File: src/hw/pixel_corr_pkg.sv
package pixel_corr_pkg;

	// ****************************************
	// widths
	// ****************************************
	localparam int PIX_W = 10;
	localparam int OFF_W = 8;
	localparam int ADDR_W = 5;
	localparam int REG_W = 8;
	localparam int PROD_W = 20;
	localparam int FIFO_DEPTH = 16;
	localparam int SYNC_W = 15;

	// ****************************************
	// configuration register addresses
	// ****************************************
	localparam logic [ADDR_W-1:0] REG_FIXED_OFFSET = 5'h06;
	localparam logic [ADDR_W-1:0] REG_FIXED_GAIN_A = 5'h07;
	localparam logic [ADDR_W-1:0] REG_FIXED_GAIN_B = 5'h08;
	localparam logic [ADDR_W-1:0] REG_CORR_CTRL = 5'h09;
	localparam logic [ADDR_W-1:0] REG_BUS_CFG = 5'h19;

	// ****************************************
	// field positions
	// ****************************************
	localparam int CTRL_OFFSET_FIXED_BIT = 0;
	localparam int CTRL_GAIN_FIXED_BIT = 1;
	localparam int CTRL_RANGE_LO_BIT = 2;
	localparam int CTRL_RANGE_HI_BIT = 3;
	localparam int BUS_CFG_NARROW_BIT = 6;
	localparam int GAIN_B_USED_BITS = 2;

	// ****************************************
	// reset values
	// ****************************************
	localparam logic [REG_W-1:0] FIXED_OFFSET_RST = 8'h00;
	localparam logic [REG_W-1:0] FIXED_GAIN_A_RST = 8'h00;
	localparam logic [REG_W-1:0] FIXED_GAIN_B_RST = 8'h00;
	localparam logic [REG_W-1:0] CORR_CTRL_RST = 8'h00;
	localparam logic [REG_W-1:0] BUS_CFG_RST = 8'h00;

	// ****************************************
	// gain divisor shifts (log2 of N)
	// ****************************************
	localparam logic [4:0] SHIFT_W10_R15 = 5'h0b;
	localparam logic [4:0] SHIFT_W10_R20 = 5'h0a;
	localparam logic [4:0] SHIFT_W10_R30 = 5'h09;
	localparam logic [4:0] SHIFT_W8_R15 = 5'h09;
	localparam logic [4:0] SHIFT_W8_R20 = 5'h08;
	localparam logic [4:0] SHIFT_W8_R30 = 5'h07;
	localparam logic [PIX_W-1:0] PIX_MAX = 10'h3ff;

	typedef enum logic [1:0] {RANGE_1P5, RANGE_2P0, RANGE_3P0} gain_range_e;

	// range bits {hi,lo}: 1,0 -> 1:1.5, 0,1 -> 1:2, 0,0 -> 1:3; 1,1 taken as 1:3
	function automatic gain_range_e decode_range(input logic [1:0] bits);
		case (bits)
			2'h2: decode_range = RANGE_1P5;
			2'h1: decode_range = RANGE_2P0;
			default: decode_range = RANGE_3P0;
		endcase
	endfunction : decode_range

endpackage : pixel_corr_pkg

File: src/hw/corr_fifo.sv
`timescale 1ns/1ps
module corr_fifo #(
	parameter int WIDTH = 10,
	parameter int DEPTH = 16
) (
	input wire logic clk,
	input wire logic rst_n,
	input wire logic in_valid,
	output logic in_ready,
	input wire logic [WIDTH-1:0] in_data,
	output logic out_valid,
	input wire logic out_ready,
	output logic [WIDTH-1:0] out_data
);
	localparam int AW = $clog2(DEPTH);

	logic [WIDTH-1:0] mem_q [DEPTH];
	logic [AW-1:0] wr_ptr_q;
	logic [AW-1:0] rd_ptr_q;
	logic [AW:0] count_q;
	logic push;
	logic pop;

	assign in_ready = (count_q != DEPTH[AW:0]);
	assign out_valid = (count_q != '0);
	assign out_data = mem_q[rd_ptr_q];
	assign push = in_valid && in_ready;
	assign pop = out_valid && out_ready;

	always_ff @(posedge clk)
	begin
		if (push)
		begin
			mem_q[wr_ptr_q] <= in_data;
		end
	end

	// pointers wrap naturally only for power-of-two depths
	always_ff @(posedge clk)
	begin
		if (!rst_n)
		begin
			wr_ptr_q <= '0;
			rd_ptr_q <= '0;
		end
		else
		begin
			if (push)
			begin
				wr_ptr_q <= wr_ptr_q + 1'b1;
			end
			if (pop)
			begin
				rd_ptr_q <= rd_ptr_q + 1'b1;
			end
		end
	end

	always_ff @(posedge clk)
	begin
		if (!rst_n)
		begin
			count_q <= '0;
		end
		else if (push && !pop)
		begin
			count_q <= count_q + 1'b1;
		end
		else if (pop && !push)
		begin
			count_q <= count_q - 1'b1;
		end
	end

endmodule : corr_fifo

File: src/hw/shading_mult.sv
`timescale 1ns/1ps
module shading_mult
	import pixel_corr_pkg::*;
(
	input wire logic clk,
	input wire logic rst_n,
	input wire logic en,
	input wire logic [PIX_W-1:0] pixel,
	input wire logic [PIX_W-1:0] coef,
	input wire logic narrow,
	input wire logic [1:0] range_bits,
	output logic [PIX_W-1:0] result_q
);
	logic [PIX_W-1:0] coef_eff;
	logic [PROD_W-1:0] product;
	logic [4:0] shift;
	logic [PROD_W-1:0] scaled;
	logic [PROD_W:0] total;
	gain_range_e range;

	assign range = decode_range(range_bits);
	// narrow bus: only the low byte carries the coefficient
	assign coef_eff = narrow ? {2'h0, coef[OFF_W-1:0]} : coef;
	assign product = pixel * coef_eff;

	always_comb
	begin
		shift = SHIFT_W10_R30;
		case (range)
			RANGE_1P5: shift = narrow ? SHIFT_W8_R15 : SHIFT_W10_R15;
			RANGE_2P0: shift = narrow ? SHIFT_W8_R20 : SHIFT_W10_R20;
			RANGE_3P0: shift = narrow ? SHIFT_W8_R30 : SHIFT_W10_R30;
			default: shift = SHIFT_W10_R30;
		endcase
	end

	// gain = 1 + coef/N, so result = pixel + pixel*coef/N
	assign scaled = product >> shift;
	assign total = {{(PROD_W+1-PIX_W){1'b0}}, pixel} + {1'b0, scaled};

	always_ff @(posedge clk)
	begin
		if (!rst_n)
		begin
			result_q <= '0;
		end
		else if (en)
		begin
			result_q <= (total > {{(PROD_W+1-PIX_W){1'b0}}, PIX_MAX}) ? PIX_MAX : total[PIX_W-1:0];
		end
	end

endmodule : shading_mult

File: src/hw/pixel_rate_correction_path.sv
// How it works
// - converter feeds 10-bit codes, one per pixel
// - offset subtraction comes before gain correction
// - control bit 0 low: bus offset per pixel
// - control bit 0 high: fixed offset register used
// - offset output is code minus offset, floored at zero
// - bus offset uses low byte, upper ignored
// - offset result feeds the shading multiplier
// - control bit 1 low: bus gain per pixel
// - control bit 1 high: fixed gain registers used
// - gain stage is 10x10 multiplier per pixel
// - gain is one plus coefficient over N
// - narrow bus uses low byte, smaller N
// - corrected pixel appears on output bus
`timescale 1ns/1ps
module pixel_rate_correction_path
	import pixel_corr_pkg::*;
(
	input wire logic clk,
	input wire logic rst_n,
	input wire logic [PIX_W-1:0] adc_code,
	input wire logic adc_valid,
	output logic adc_ready,
	input wire logic [PIX_W-1:0] correction_coefficient_bus,
	input wire logic cs_n_pin,
	input wire logic wr_n_pin,
	input wire logic rd_n_pin,
	input wire logic rd_pixel_n_pin,
	input wire logic sync_pin,
	input wire logic [PIX_W-1:0] pixel_output_bus_in,
	output logic [PIX_W-1:0] pixel_output_bus,
	output logic pixel_output_bus_oe
);

	// ****************************************
	// pin synchronisers
	// ****************************************
	// bit order: data bus, sync, rd_pixel_n, rd_n, wr_n, cs_n
	localparam int P_CS = 0;
	localparam int P_WR = 1;
	localparam int P_RD = 2;
	localparam int P_RDPIX = 3;
	localparam int P_SYNC = 4;
	localparam int P_DATA = 5;

	logic [SYNC_W-1:0] pins_raw;
	logic [SYNC_W-1:0] meta_q;
	logic [SYNC_W-1:0] stage2_q;
	logic [SYNC_W-1:0] stage3_q;
	logic [SYNC_W-1:0] filt_q;
	logic [SYNC_W-1:0] filt_prev_q;
	logic [PIX_W-1:0] coef_meta_q;
	logic [PIX_W-1:0] coef_s2_q;
	logic [PIX_W-1:0] coef_s3_q;
	logic [PIX_W-1:0] coef_filt_q;

	assign pins_raw = {pixel_output_bus_in, sync_pin, rd_pixel_n_pin, rd_n_pin, wr_n_pin, cs_n_pin};

	always_ff @(posedge clk)
	begin
		if (!rst_n)
		begin
			meta_q <= 15'h000f;
			stage2_q <= 15'h000f;
			stage3_q <= 15'h000f;
			coef_meta_q <= '0;
			coef_s2_q <= '0;
			coef_s3_q <= '0;
		end
		else
		begin
			meta_q <= pins_raw;
			stage2_q <= meta_q;
			stage3_q <= stage2_q;
			coef_meta_q <= correction_coefficient_bus;
			coef_s2_q <= coef_meta_q;
			coef_s3_q <= coef_s2_q;
		end
	end

	// a bit is accepted only once the last two stages agree
	genvar gi;
	generate
		for (gi = 0; gi < SYNC_W; gi++)
		begin : g_pin_filt
			always_ff @(posedge clk)
			begin
				if (!rst_n)
				begin
					filt_q[gi] <= (gi < P_SYNC) ? 1'b1 : 1'b0;
				end
				else if (stage2_q[gi] == stage3_q[gi])
				begin
					filt_q[gi] <= stage3_q[gi];
				end
			end
		end
		for (gi = 0; gi < PIX_W; gi++)
		begin : g_coef_filt
			always_ff @(posedge clk)
			begin
				if (!rst_n)
				begin
					coef_filt_q[gi] <= 1'b0;
				end
				else if (coef_s2_q[gi] == coef_s3_q[gi])
				begin
					coef_filt_q[gi] <= coef_s3_q[gi];
				end
			end
		end
	endgenerate

	always_ff @(posedge clk)
	begin
		if (!rst_n)
		begin
			filt_prev_q <= 15'h000f;
		end
		else
		begin
			filt_prev_q <= filt_q;
		end
	end

	logic cs_active;
	logic wr_done;
	logic rd_start;
	logic rd_end;
	logic rdpix_start;
	logic rdpix_end;
	logic sync_high;
	logic [PIX_W-1:0] bus_word;

	assign cs_active = !filt_q[P_CS];
	assign wr_done = filt_q[P_WR] && !filt_prev_q[P_WR];
	assign rd_start = !filt_q[P_RD] && filt_prev_q[P_RD];
	assign rd_end = filt_q[P_RD] && !filt_prev_q[P_RD];
	assign rdpix_start = !filt_q[P_RDPIX] && filt_prev_q[P_RDPIX];
	assign rdpix_end = filt_q[P_RDPIX] && !filt_prev_q[P_RDPIX];
	assign sync_high = filt_q[P_SYNC];
	assign bus_word = filt_q[P_DATA +: PIX_W];

	// ****************************************
	// configuration registers
	// ****************************************
	logic addr_phase_q;
	logic [ADDR_W-1:0] addr_q;
	logic [REG_W-1:0] fixed_offset_value_q;
	logic [REG_W-1:0] fixed_gain_part_a_q;
	logic [REG_W-1:0] fixed_gain_part_b_q;
	logic [REG_W-1:0] correction_control_q;
	logic [REG_W-1:0] bus_config_q;
	logic cfg_write;

	// first write byte is the address, second the data
	assign cfg_write = wr_done && cs_active && addr_phase_q;

	always_ff @(posedge clk)
	begin
		if (!rst_n)
		begin
			addr_phase_q <= 1'b0;
			addr_q <= '0;
		end
		else if (wr_done && cs_active)
		begin
			addr_phase_q <= !addr_phase_q;
			if (!addr_phase_q)
			begin
				addr_q <= bus_word[ADDR_W-1:0];
			end
		end
		else if (rd_end && cs_active)
		begin
			addr_phase_q <= 1'b0;
		end
	end

	always_ff @(posedge clk)
	begin
		if (!rst_n)
		begin
			fixed_offset_value_q <= FIXED_OFFSET_RST;
			fixed_gain_part_a_q <= FIXED_GAIN_A_RST;
			fixed_gain_part_b_q <= FIXED_GAIN_B_RST;
			correction_control_q <= CORR_CTRL_RST;
			bus_config_q <= BUS_CFG_RST;
		end
		else if (cfg_write)
		begin
			case (addr_q)
				REG_FIXED_OFFSET: fixed_offset_value_q <= bus_word[REG_W-1:0];
				REG_FIXED_GAIN_A: fixed_gain_part_a_q <= bus_word[REG_W-1:0];
				REG_FIXED_GAIN_B: fixed_gain_part_b_q <= bus_word[REG_W-1:0];
				REG_CORR_CTRL: correction_control_q <= bus_word[REG_W-1:0];
				REG_BUS_CFG: bus_config_q <= bus_word[REG_W-1:0];
				default: ;
			endcase
		end
	end

	logic [REG_W-1:0] reg_read;

	always_comb
	begin
		case (addr_q)
			REG_FIXED_OFFSET: reg_read = fixed_offset_value_q;
			REG_FIXED_GAIN_A: reg_read = fixed_gain_part_a_q;
			REG_FIXED_GAIN_B: reg_read = fixed_gain_part_b_q;
			REG_CORR_CTRL: reg_read = correction_control_q;
			REG_BUS_CFG: reg_read = bus_config_q;
			default: reg_read = 8'h00;
		endcase
	end

	logic offset_fixed;
	logic gain_fixed;
	logic narrow_bus;
	logic [1:0] range_bits;
	logic [PIX_W-1:0] fixed_gain;

	assign offset_fixed = correction_control_q[CTRL_OFFSET_FIXED_BIT];
	assign gain_fixed = correction_control_q[CTRL_GAIN_FIXED_BIT];
	assign narrow_bus = bus_config_q[BUS_CFG_NARROW_BIT];
	assign range_bits = {correction_control_q[CTRL_RANGE_HI_BIT], correction_control_q[CTRL_RANGE_LO_BIT]};
	assign fixed_gain = {fixed_gain_part_b_q[GAIN_B_USED_BITS-1:0], fixed_gain_part_a_q};

	// ****************************************
	// offset subtractor stage
	// ****************************************
	logic s1_valid_q;
	logic [PIX_W-1:0] s1_pixel_q;
	logic [PIX_W-1:0] s1_gain_coef_q;
	logic s2_valid_q;
	logic fifo_in_ready;
	logic s2_advance;
	logic s1_advance;
	logic [OFF_W-1:0] offset_sel;
	logic [PIX_W:0] offset_diff;

	// stall propagates back to the converter when the fifo fills
	assign s2_advance = !s2_valid_q || fifo_in_ready;
	assign s1_advance = !s1_valid_q || s2_advance;
	assign adc_ready = s1_advance;

	// the bus offset is a byte; the two upper lines never reach it
	assign offset_sel = offset_fixed ? fixed_offset_value_q : coef_filt_q[OFF_W-1:0];
	assign offset_diff = {1'b0, adc_code} - {3'h0, offset_sel};

	always_ff @(posedge clk)
	begin
		if (!rst_n)
		begin
			s1_valid_q <= 1'b0;
			s1_pixel_q <= '0;
			s1_gain_coef_q <= '0;
		end
		else if (s1_advance)
		begin
			s1_valid_q <= adc_valid;
			if (adc_valid)
			begin
				s1_pixel_q <= offset_diff[PIX_W] ? '0 : offset_diff[PIX_W-1:0];
				// gain coefficient is captured with its own pixel
				s1_gain_coef_q <= gain_fixed ? fixed_gain : coef_filt_q;
			end
		end
	end

	// ****************************************
	// shading multiplier stage
	// ****************************************
	logic [PIX_W-1:0] s2_result;

	shading_mult u_mult (
		.clk(clk),
		.rst_n(rst_n),
		.en(s2_advance && s1_valid_q),
		.pixel(s1_pixel_q),
		.coef(s1_gain_coef_q),
		.narrow(narrow_bus),
		.range_bits(range_bits),
		.result_q(s2_result)
	);

	always_ff @(posedge clk)
	begin
		if (!rst_n)
		begin
			s2_valid_q <= 1'b0;
		end
		else if (s2_advance)
		begin
			s2_valid_q <= s1_valid_q;
		end
	end

	// ****************************************
	// output buffer and pixel bus
	// ****************************************
	logic fifo_out_valid;
	logic fifo_out_ready;
	logic [PIX_W-1:0] fifo_out_data;
	logic pix_loaded_q;
	logic [PIX_W-1:0] bus_data_q;

	corr_fifo #(
		.WIDTH(PIX_W),
		.DEPTH(FIFO_DEPTH)
	) u_fifo (
		.clk(clk),
		.rst_n(rst_n),
		.in_valid(s2_valid_q),
		.in_ready(fifo_in_ready),
		.in_data(s2_result),
		.out_valid(fifo_out_valid),
		.out_ready(fifo_out_ready),
		.out_data(fifo_out_data)
	);

	// a pixel leaves the buffer only when its read strobe ends
	assign fifo_out_ready = rdpix_end && pix_loaded_q;

	always_ff @(posedge clk)
	begin
		if (!rst_n)
		begin
			pix_loaded_q <= 1'b0;
		end
		else if (rdpix_start && sync_high && fifo_out_valid)
		begin
			pix_loaded_q <= 1'b1;
		end
		else if (rdpix_end)
		begin
			pix_loaded_q <= 1'b0;
		end
	end

	always_ff @(posedge clk)
	begin
		if (!rst_n)
		begin
			bus_data_q <= '0;
		end
		else if (rd_start && cs_active && !sync_high)
		begin
			bus_data_q <= {2'h0, reg_read};
		end
		else if (rdpix_start && sync_high && fifo_out_valid)
		begin
			bus_data_q <= fifo_out_data;
		end
	end

	assign pixel_output_bus = bus_data_q;
	// rd low drives the bus even without chip select
	assign pixel_output_bus_oe = !filt_q[P_RD] || (sync_high && !filt_q[P_RDPIX]);

endmodule : pixel_rate_correction_path

File: config.mk
export PLATFORM = sky130hd
export DESIGN_NAME = pixel_rate_correction_path
export DESIGN_NICKNAME = d
export VERILOG_FILES = /design/src/hw/pixel_corr_pkg.sv /design/src/hw/corr_fifo.sv /design/src/hw/shading_mult.sv /design/src/hw/pixel_rate_correction_path.sv
export SDC_FILE = /design/constraint.sdc
export NUM_CORES = 1
export LEC_CHECK = 0
export ABC_AREA = 1
export BUFFER_PORTS_ARGS = -buffer_cell sky130_fd_sc_hd__buf_2
export CORE_UTILIZATION = 55
export DETAILED_ROUTE_END_ITERATION = 6
export HOLD_SLACK_MARGIN = 0.05
export PLACE_DENSITY = 0.72
export SLEW_MARGIN = 15
export SYNTH_ARGS = -nofsm -noshare
export SYNTH_HDL_FRONTEND = slang
export SYNTH_SLANG_ARGS = --single-unit
File: constraint.sdc
create_clock -name clk -period 16.6 [get_ports clk]
set_input_delay 3.32 -clock clk [delete_from_list [all_inputs] [get_ports clk]]
set_output_delay 3.32 -clock clk [all_outputs]
set_load 0.05 [all_outputs]
==> results.sh, run 1 <==
export IMPL_drtIter0Drc=1020
export IMPL_clk_pin_slew_worst_paths_ps=60
export IMPL_yosysWarnings=0
export IMPL_wl_per_cell_microns=15.8
export IMPL_worst_slew_pin_slew_ps=1060
export IMPL_grt_pass1_vias=14400
export IMPL_synthArstFlopShare_pct=0
export IMPL_peakVddDrop_mv=0.0751
export IMPL_rsz0062_at_grt="false"
export IMPL_r2r_start="bus_config_q[6]"
export IMPL_slew_headroom_pct=29.1
export IMPL_ys_ff_latch=361
export IMPL_synth_edf_count=160
export IMPL_fin_skew_ps=11.0
export IMPL_start_util_pct=56.4
export IMPL_yosysSeqAreaShare_pct=46.2
export IMPL_synth_adder_area_share_pct=12.4
export IMPL_dp_hpwl_microns=30000
export IMPL_layout_common_cells="nand2_1, inv_1, o21ai_0"
export IMPL_hold_viol_final=0
export IMPL_globalRouteMet1Util_pct=32.2
export IMPL_n_antenna_cell=0
export IMPL_cp_start_kind="register"
export IMPL_ys_types=47
export IMPL_ys_flop_type="dfxtp_1"
export IMPL_synthXorXnorAreaFrac_pct=0.825
export IMPL_cts_resized=0
export IMPL_core_rowCount=67
export IMPL_drc=0
export IMPL_reg2reg_to="u_mult.result_q[2]"
export IMPL_portBuffers=47
export IMPL_fin_ws_ps=8290
export IMPL_io_pins=50
export IMPL_gp_congestion=0.877
export IMPL_arrival_ps=8690
export IMPL_grtUsageMet2_pct=43.1
export IMPL_grt_overflow=0
export IMPL_syn_area_sq_mm=0.0191
export IMPL_ant_nets=0
export IMPL_met3_usage_pct=3.09
export IMPL_die_y_microns=188
export IMPL_drv_cap=0
export IMPL_cp_slowest_cell="fa_1"
export IMPL_setup_viol=0
export IMPL_critPathCaptureType="register"
export IMPL_power_total_mw=1.93
export IMPL_ctsRootBufferMaster="clkbuf_16"
export IMPL_hold_end="stage2_q[4]"
export IMPL_cts_hold_buf=0
export IMPL_power_density_mw_per_mm2=92.5
export IMPL_antenna_found_initial=0
export IMPL_ys_top_cells_by_area="edfxtp_1, dfxtp_1, nand2_1"
export IMPL_synth_compound_area_share_pct=13.8
export IMPL_mostFrequentLayoutCell="nand2_1"
export IMPL_die_x_microns=188
export IMPL_power_leakage_nw=9.32
export IMPL_track_usage_pct=24.6
export IMPL_cts_tree="yes"
export IMPL_yosysTopAreaCellShare_pct=25.1
export IMPL_pre_cts_ws_ps=8270
export IMPL_postLayoutCellArea_sq_mm=0.0209
export IMPL_htree_levels=2
export IMPL_post_cts_setup_buffer_count=0
export IMPL_cts_buffers_inserted=36
export IMPL_finalCritPeriodShare_pct=50.0
export IMPL_hp_start="meta_q[4]"
export IMPL_min_period_ps=8310
export IMPL_cts_sinks=361
export IMPL_nets=2448
export IMPL_grt_pass1_wl_microns=70800
export IMPL_hold_class="register to register"
export IMPL_grt_max_degree=91
export IMPL_synth_top_area_cell="edfxtp_1"
export IMPL_reg2reg_slack_ps=8290
export IMPL_crit_path_frequent_cell="nand2_1"
export IMPL_reg2reg_depth=41
export IMPL_drt_first_pass_iters=5
export IMPL_busiest_layer="met2"
export IMPL_worstSetupPathType="register to register"
export IMPL_via_per_inst=5.49
export IMPL_synth_net_count=2449
export IMPL_core_sq_mm=0.0339
export IMPL_netlist_instances=2261
export IMPL_synth_simple_area_share_pct=18.2
export IMPL_syn_avg_cell_area_sq_um=8.45
export IMPL_fin_tns_setup_ps=0
export IMPL_dieArea_sq_mm=0.0355
export IMPL_cpPeakStageDelay_ps=550
export IMPL_drive_gt1_share_pct=7.12
export IMPL_clock_latency_ps=510
export IMPL_area_growth_pct=9.36
export IMPL_cts_path_max_buffers=3
export IMPL_synth_top_family_by_area="simple AND/OR/NAND/NOR gates"
export IMPL_vias=15000
export IMPL_outcome="complete, no violations"
export IMPL_cp_data_required_time_ps=16990
export IMPL_maxSlewViolCount=0
export IMPL_final_core_util_pct=61.7
export IMPL_finalWirelength_microns=43200
export IMPL_critPathMaxFanout=10
export IMPL_placed_cell_area_sq_mm=0.0196
export IMPL_fmax_mhz=120
export IMPL_holdPathStages=2
export IMPL_synthMuxAreaShare_pct=0.105
layout make-up:
class | count | area [sq um]
fill | 2912 | 13000
sequential | 361 | 8830
multi-input combinational | 1470 | 8660
inverter | 332 | 1250
clock buffer | 58 | 1170
tap | 448 | 561
timing repair buffer | 59 | 328
clock inverter | 8 | 110
cell families after synthesis:
family | Yosys count
mux | 2
simple gates | 833
buf+inv | 430
flops | 361
xor+xnor | 18
fa+ha+maj | 150
compound gates | 467
cells in the mapped netlist (all sizes together) (17+ instances only):
cell type,instances
nand2,441
inv,330
o21ai,224
nor2,219
dfxtp,201
edfxtp,160
a21oi,138
nand3,124
clkbuf,87
ha,84
fa,66
o221ai,27
o211ai,19
or2,18
a31oi,17
per-layer routing:
layer,part of all wire [%],vias to the layer above
li1,-,7446
met5,0,-
met4,2.2,0
met2,48,423
met1,44,7086
met3,5.6,68
critical path: cells and delay by family, from the launching register on:
kind                     cells  cell delay (ps)
adder cells (fa/ha/maj)      7             3310
flip-flops                   1              320
AO/OA/AOI/OAI                5             1030
buffers and inverters        6              640
AND/OR/NAND/NOR             23             2880
worst max-delay path by stage:
| stage | from | end | slack, ps | depth (start not counted) |
|---|---|---|---|---|
| 4_1_cts | bus_config_q[6] | u_mult.result_q[2] | 8260 | 43 |
| 2_1_floorplan | s1_pixel_q[1] | u_mult.result_q[0] | 9580 | 41 |
| 5_1_grt | bus_config_q[6] | u_mult.result_q[1] | 7570 | 43 |
| 3_3_place_gp | bus_config_q[6] | u_mult.result_q[8] | 8390 | 43 |
| 3_5_place_dp | bus_config_q[6] | u_mult.result_q[2] | 8270 | 43 |
| 6_report | bus_config_q[6] | u_mult.result_q[2] | 8290 | 41 |
where the power goes:
group / switching, mW / internal, mW / total [mW]
clock network: 0.330 / 0.515 / 0.845
logic: 0.0741 / 0.0445 / 0.119
registers: 0.0257 / 0.944 / 0.970
per-stage QoR:
step	hold WS, ps	instances
2_1_floorplan	390	2261
3_3_place_gp	393	2670
3_5_place_dp	397	2670
4_1_cts	409	2736
5_1_grt	422	2736
6_report	409	2736
state kept, by name, indices dropped and copies added (netlist names), 8 cells and up, named ones only:
signal	count
coef_meta_q	10
stage3_q	13
pixel_output_bus	10
fixed_offset_value_q	8
bus_config_q	8
bus_word	8
coef_s3_q	10
meta_q	13
coef_s2_q	10
coef_filt_q	10
u_fifo.mem_q	160
s1_pixel_q	10
stage2_q	13
fixed_gain_part_b_q	8
correction_control_q	8
u_mult.result_q	10
fixed_gain_part_a_q	8
s1_gain_coef_q	10
(Power assumes the default switching activity.)
==> run 2: changes to the inputs <==
- ABC_AREA: 1 -> 0
- clock period: 16.6 -> 8 ns (I/O delays scaled with it)
==> results.sh, run 2 <==
export IMPL_fin_ws_ps=-17.9
export IMPL_yosysMostFrequentCell="dfxtp_1"
export IMPL_reg2reg_slack_ps=-20
export IMPL_drv_cap=0
export IMPL_layout_cells_non_filler=2294
export IMPL_ys_types=86
export IMPL_layout_common_cells="dfxtp_1, edfxtp_1, nand2_1"
export IMPL_synth_net_count=1892
export IMPL_dieArea_sq_mm=0.0354
export IMPL_wl_per_cell_microns=18.9
export IMPL_drc=0
export IMPL_critical_path_startpoint="s1_pixel_q[5]"
export IMPL_finalWirelength_microns=43300
export IMPL_intPower_mw=3.09
export IMPL_ys_top_cells_by_count="dfxtp_1, edfxtp_1, nand2_1, and2_1, nor2_1"
export IMPL_yosysSeqAreaShare_pct=46.4
export IMPL_drtIter0Drc=1053
export IMPL_setup_viol=4
export IMPL_synthArstFlopShare_pct=0
export IMPL_r2r_start="s1_pixel_q[5]"
export IMPL_maxSlewViolCount=0
export IMPL_pre_cts_ws_ps=-415
export IMPL_hold_viol_final=0
export IMPL_hold_class="register to register"
export IMPL_sw_frac_of_total_pct=22.8
export IMPL_seqCellArea_sq_mm=0.00885
export IMPL_mostFrequentLayoutCell="dfxtp_1"
export IMPL_cp_slowest_cell="fa_1"
export IMPL_min_period_ps=8020
export IMPL_htree_levels=2
export IMPL_via_per_inst=5.80
export IMPL_cp_data_required_time_ps=8390
export IMPL_syn_avg_cell_area_sq_um=11.2
export IMPL_fmax_mhz=125
export IMPL_slew_headroom_pct=26.2
export IMPL_antenna_found_initial=1
export IMPL_placed_cell_area_sq_mm=0.0203
export IMPL_peakVddDrop_mv=0.296
export IMPL_synth_edf_count=160
export IMPL_regMostFlops="u_fifo.mem_q"
export IMPL_p_seq_share_pct=49.9
export IMPL_cts_tree="yes"
export IMPL_syn_area_sq_mm=0.0190
export IMPL_postLayoutCellArea_sq_mm=0.0221
export IMPL_drive_gt1_share_pct=22.0
export IMPL_start_util_pct=56.3
export IMPL_ys_flop_type="dfxtp_1"
export IMPL_switching_power_mw=0.911
export IMPL_cts_sinks=361
export IMPL_cts_buffers_inserted=34
export IMPL_core_rowCount=67
export IMPL_hold_ws_ps=406
export IMPL_die_x_microns=188
export IMPL_yosysTopAreaCellShare_pct=25.2
export IMPL_worst_slew_pin_slew_ps=1100
export IMPL_clock_latency_ps=520
export IMPL_yosysWarnings=0
export IMPL_grt_pass1_vias=13200
export IMPL_multi_input_comb_area_sq_mm=0.00998
export IMPL_io_pins=50
export IMPL_critPathMaxFanout=10
export IMPL_die_y_microns=188
export IMPL_ant_nets=0
export IMPL_dp_cells=2208
export IMPL_p_comb_share_pct=9.8
export IMPL_ys_top_cells_by_area="edfxtp_1, dfxtp_1, fa_1"
export IMPL_outcome="finished with violations"
export IMPL_finalCritPeriodShare_pct=100
export IMPL_grt_pass1_wl_microns=69100
export IMPL_area_growth_pct=16.3
export IMPL_grt_overflow=0
export IMPL_worstSetupPathType="register to register"
export IMPL_portBuffers=47
export IMPL_vias=13300
export IMPL_ys_ff_latch=361
export IMPL_cpPeakStageDelay_ps=540
export IMPL_fin_skew_ps=24.9
export IMPL_drt_first_pass_iters=6
export IMPL_violations="negative setup slack"
export IMPL_netlist_instances=1704
export IMPL_clk_pin_slew_worst_paths_ps=60
export IMPL_power_leakage_nw=8.57
export IMPL_rsz0062_at_grt="true"
export IMPL_track_usage_pct=24.5
export IMPL_reg2reg_to="u_mult.result_q[4]"
export IMPL_n_antenna_cell=0
export IMPL_dp_hpwl_microns=29400
export IMPL_cts_path_max_buffers=3
export IMPL_gp_congestion=0.875
export IMPL_arrival_ps=8400
export IMPL_cp_start_kind="register"
export IMPL_core_sq_mm=0.0338
export IMPL_nets=2009
export IMPL_crit_path_frequent_cell="buf_4"
export IMPL_grt_max_degree=111
export IMPL_largest_reg_flops=160
export IMPL_synth_top_area_cell="edfxtp_1"
export IMPL_p_clk_share_pct=40.3
export IMPL_reg2reg_depth=37
export IMPL_critPathCaptureType="register"
export IMPL_ctsRootBufferMaster="clkbuf_16"
export IMPL_power_density_mw_per_mm2=181
export IMPL_critPathCapture="u_mult.result_q[4]"
export IMPL_filler_cell_count=2529
[run 2: critical path, delay by kind of cell, from the launching register on]
family | cells | cell delay [ps]
fa+ha+maj | 7 | 3190
flops | 1 | 360
mux | 1 | 60
buf+inv | 11 | 1000
simple gates | 7 | 1500
compound gates | 11 | 1780
[run 2: worst min path at each step]
stage                          from           to  slack, ps  depth (start not counted)
after CTS                 meta_q[1]  stage2_q[1]        410                          1
after floorplan           meta_q[0]  stage2_q[0]        390                          1
final                     meta_q[1]  stage2_q[1]        410                          1
after global routing      meta_q[1]  stage2_q[1]        420                          1
after global placement    meta_q[3]  stage2_q[3]        390                          1
after detailed placement  meta_q[1]  stage2_q[1]        390                          1
[run 2: final cells by class]
| type | instances | share of cell area, % |
|---|---|---|
| Multi-Input combinational cell | 1143 | 45.1 |
| Tap cell | 448 | 2.53 |
| Inverter | 105 | 1.78 |
| Clock inverter | 15 | 0.701 |
| Sequential cell | 361 | 40.0 |
| Timing Repair Buffer | 176 | 5.63 |
| Clock buffer | 46 | 4.32 |
[run 2: logic make-up after synthesis]
family	share of synthesized area, %
AND/OR/NAND/NOR	12.9
buffers and inverters	4.08
multiplexers	10.8
flip-flops	46.4
adder cells (fa/ha/maj)	12.5
XOR/XNOR	1.83
AO/OA/AOI/OAI	11.6
[run 2: through the flow]
stage / utilization (%) / setup TNS, ps / total power, mW
finish: 65.6 / -29.4 / 4.00
global route: 65.6 / -2790 / 4.13
CTS: 64.2 / 0 / 3.98
detailed placement: 60.0 / -3830 / 2.36
global placement: 60.0 / -2470 / 2.35
floorplan: - / 0 / 2.23
[run 2: repair_timing]
| item | CTS | global route |
|---|---|---|
| endpoints found under the setup margin | 10 | 10 |
| resized for setup | 52 | 57 |
| buffers inserted | 10 | 14 |
| pin swaps | 22 | 52 |
| hold buffers | 0 | 0 |
| cloned | 1 | 0 |
[run 2: power by group through the flow]
stage / Sequential [mW] / Combinational, mW / Clock (mW)
2_1_floorplan: 2.02 / 0.212 / 0
3_3_place_gp: 2.03 / 0.320 / 0
3_5_place_dp: 2.04 / 0.327 / 0
4_1_cts: 2.00 / 0.356 / 1.63
5_1_grt: 2.00 / 0.431 / 1.69
6_report: 2.00 / 0.393 / 1.61
[run 2: per-layer routing]
metal | wire, microns | share of wire (%) | global-route usage [%] | vias to the layer above
li1 | - | - | - | 6241
met1 | 19000 | 44 | 33.2 | 6556
met2 | 21000 | 48 | 41.4 | 409
met3 | 2210 | 5.1 | 2.77 | 90
met4 | 1090 | 2.5 | 7.19 | 2
met5 | 9 | 0.021 | 0 | -
==> run 3: changes to the inputs <==
- PLACE_DENSITY: 0.72 -> 0.74
- clock period: 8 -> 6.6 ns (I/O delays scaled with it)
==> results.sh, run 3 (same netlist as run 2, synthesis figures left out) <==
export IMPL_critPathCapture="u_mult.result_q[4]"
export IMPL_cp_data_required_time_ps=6980
export IMPL_grt_overflow=0
export IMPL_n_antenna_cell=0
export IMPL_gp_congestion=0.885
export IMPL_dp_cells=2250
export IMPL_slew_headroom_pct=20.2
export IMPL_fmax_mhz=125
export IMPL_violations="negative setup slack"
export IMPL_finalCritPeriodShare_pct=122
export IMPL_wl_per_cell_microns=18.9
export IMPL_worst_slew_pin_slew_ps=1190
export IMPL_drtIter0Drc=847
export IMPL_ant_nets=0
export IMPL_setup_viol=10
export IMPL_layout_cells_non_filler=2330
export IMPL_hold_class="register to register"
export IMPL_reg2reg_depth=36
export IMPL_rsz0062_at_grt="true"
export IMPL_filler_cell_count=2551
export IMPL_power_leakage_nw=8.73
export IMPL_fin_ws_ps=-1420
export IMPL_hold_viol_final=0
export IMPL_arrival_ps=8400
export IMPL_clock_latency_ps=520
export IMPL_critical_path_startpoint="bus_config_q[6]"
export IMPL_clk_pin_slew_worst_paths_ps=60
export IMPL_dp_hpwl_microns=31400
export IMPL_largest_reg_flops=160
export IMPL_dieArea_sq_mm=0.0354
export IMPL_finalWirelength_microns=44000
export IMPL_outcome="finished with violations"
export IMPL_p_comb_share_pct=9.5
export IMPL_vias=13400
export IMPL_crit_path_frequent_cell="a21oi_2"
export IMPL_critPathMaxFanout=6
export IMPL_cts_sinks=361
export IMPL_cp_slowest_cell="fa_1"
export IMPL_drv_cap=0
export IMPL_multi_input_comb_area_sq_mm=0.00976
export IMPL_antenna_found_initial=0
export IMPL_final_core_util_pct=65.5
export IMPL_intPower_mw=3.70
export IMPL_portBuffers=47
export IMPL_p_clk_share_pct=40.0
export IMPL_via_per_inst=5.73
export IMPL_nets=2045
export IMPL_core_sq_mm=0.0338
export IMPL_cts_buffers_inserted=35
export IMPL_switching_power_mw=1.09
export IMPL_area_growth_pct=16.3
export IMPL_regMostFlops="u_fifo.mem_q"
export IMPL_grt_pass1_wl_microns=71800
export IMPL_maxSlewViolCount=0
export IMPL_reg2reg_to="u_mult.result_q[4]"
export IMPL_grt_pass1_vias=13400
export IMPL_grt_max_degree=107
export IMPL_p_seq_share_pct=50.5
export IMPL_track_usage_pct=25.6
export IMPL_die_y_microns=188
export IMPL_die_x_microns=188
export IMPL_layout_common_cells="dfxtp_1, buf_4, edfxtp_1"
export IMPL_power_density_mw_per_mm2=216
export IMPL_core_rowCount=67
export IMPL_start_util_pct=56.3
export IMPL_ctsRootBufferMaster="clkbuf_16"
export IMPL_power_total_mw=4.79
export IMPL_peakVddDrop_mv=0.265
export IMPL_io_pins=50
export IMPL_htree_levels=2
export IMPL_drc=0
export IMPL_worstSetupPathType="register to register"
export IMPL_min_period_ps=8020
export IMPL_critPathCaptureType="register"
export IMPL_fin_skew_ps=26.9
export IMPL_cpPeakStageDelay_ps=530
export IMPL_r2r_start="bus_config_q[6]"
export IMPL_reg2reg_slack_ps=-1420
export IMPL_mostFrequentLayoutCell="dfxtp_1"
export IMPL_drive_gt1_share_pct=22.5
export IMPL_fin_tns_setup_ps=-13960
export IMPL_drt_first_pass_iters=6
export IMPL_cp_start_kind="register"
export IMPL_sw_frac_of_total_pct=22.8
export IMPL_seqCellArea_sq_mm=0.00884
export IMPL_cts_tree="yes"
export IMPL_cts_path_max_buffers=3
==> run 3: changes by cell type in the layout (fill, tap and decap cells not counted), sizes merged <==
cell / before / now
bufinv: 3 / 2
buf: 176 / 211
clkinv: 10 / 12
==> run 3: routing by layer <==
| layer | vias up | share of wire (%) | routed length (microns) | global-route usage [%] |
|---|---|---|---|---|
| li1 | 6313 | - | - | - |
| met4 | 0 | 2.1 | 920 | 7.04 |
| met1 | 6568 | 44 | 19400 | 35.6 |
| met5 | - | 0 | 0 | 0 |
| met2 | 411 | 48 | 21200 | 42.7 |
| met3 | 68 | 5.7 | 2500 | 2.45 |
==> run 3: how the worst min path moves through the flow <==
stage | startpoint | depth (start not counted) | endpoint
3_5_place_dp | meta_q[0] | 1 | stage2_q[0]
6_report | meta_q[1] | 1 | stage2_q[1]
2_1_floorplan | meta_q[0] | 1 | stage2_q[0]
4_1_cts | meta_q[1] | 1 | stage2_q[1]
3_3_place_gp | meta_q[3] | 1 | stage2_q[3]
5_1_grt | meta_q[9] | 1 | stage2_q[9]
==> run 3: area by class of cell <==
class	count	share of cell area (%)
Clock buffer	46	4.33
Clock inverter	16	0.667
Inverter	105	1.78
Multi-Input combinational cell	1143	44.1
Sequential cell	361	39.9
Tap cell	448	2.53
Timing Repair Buffer	211	6.68
==> run 3: power groups by stage <==
stage               registers (mW)  logic [mW]  clock network, mW
floorplan                     2.45       0.275                  0
global placement              2.46       0.427                  0
detailed placement            2.47       0.435                  0
CTS                           2.42       0.444               1.94
global route                  2.43       0.502               2.03
finish                        2.42       0.455               1.92
==> run 3: critical path: cells and delay by family (launching register included) <==
| kind | cells | cell delay, ps |
|---|---|---|
| XOR/XNOR | 1 | 170 |
| multiplexers | 1 | 220 |
| AND/OR/NAND/NOR | 8 | 1180 |
| AO/OA/AOI/OAI | 12 | 1970 |
| flip-flops | 1 | 330 |
| adder cells (fa/ha/maj) | 8 | 3410 |
| buffers and inverters | 6 | 600 |
==> run 3: per-stage QoR <==
stage / hold WS, ps / cell area (sq um) / worst slack [ps]
after floorplan: 386 / 19300 / -992
after detailed placement: 398 / 20700 / -1450
final: 407 / 22100 / -1420
after global placement: 393 / 20700 / -1260
after global routing: 439 / 22100 / -1820
after CTS: 414 / 21900 / -1330
==> run 3: what timing repair did <==
action / in CTS / in global routing
pin swaps: 12 / 7
gates cloned: 0 / 1
buffers inserted: 9 / 8
setup endpoints to repair: 10 / 10
hold endpoints to repair: 0 / 0
gates resized for setup: 14 / 24
hold buffers: 0 / 0
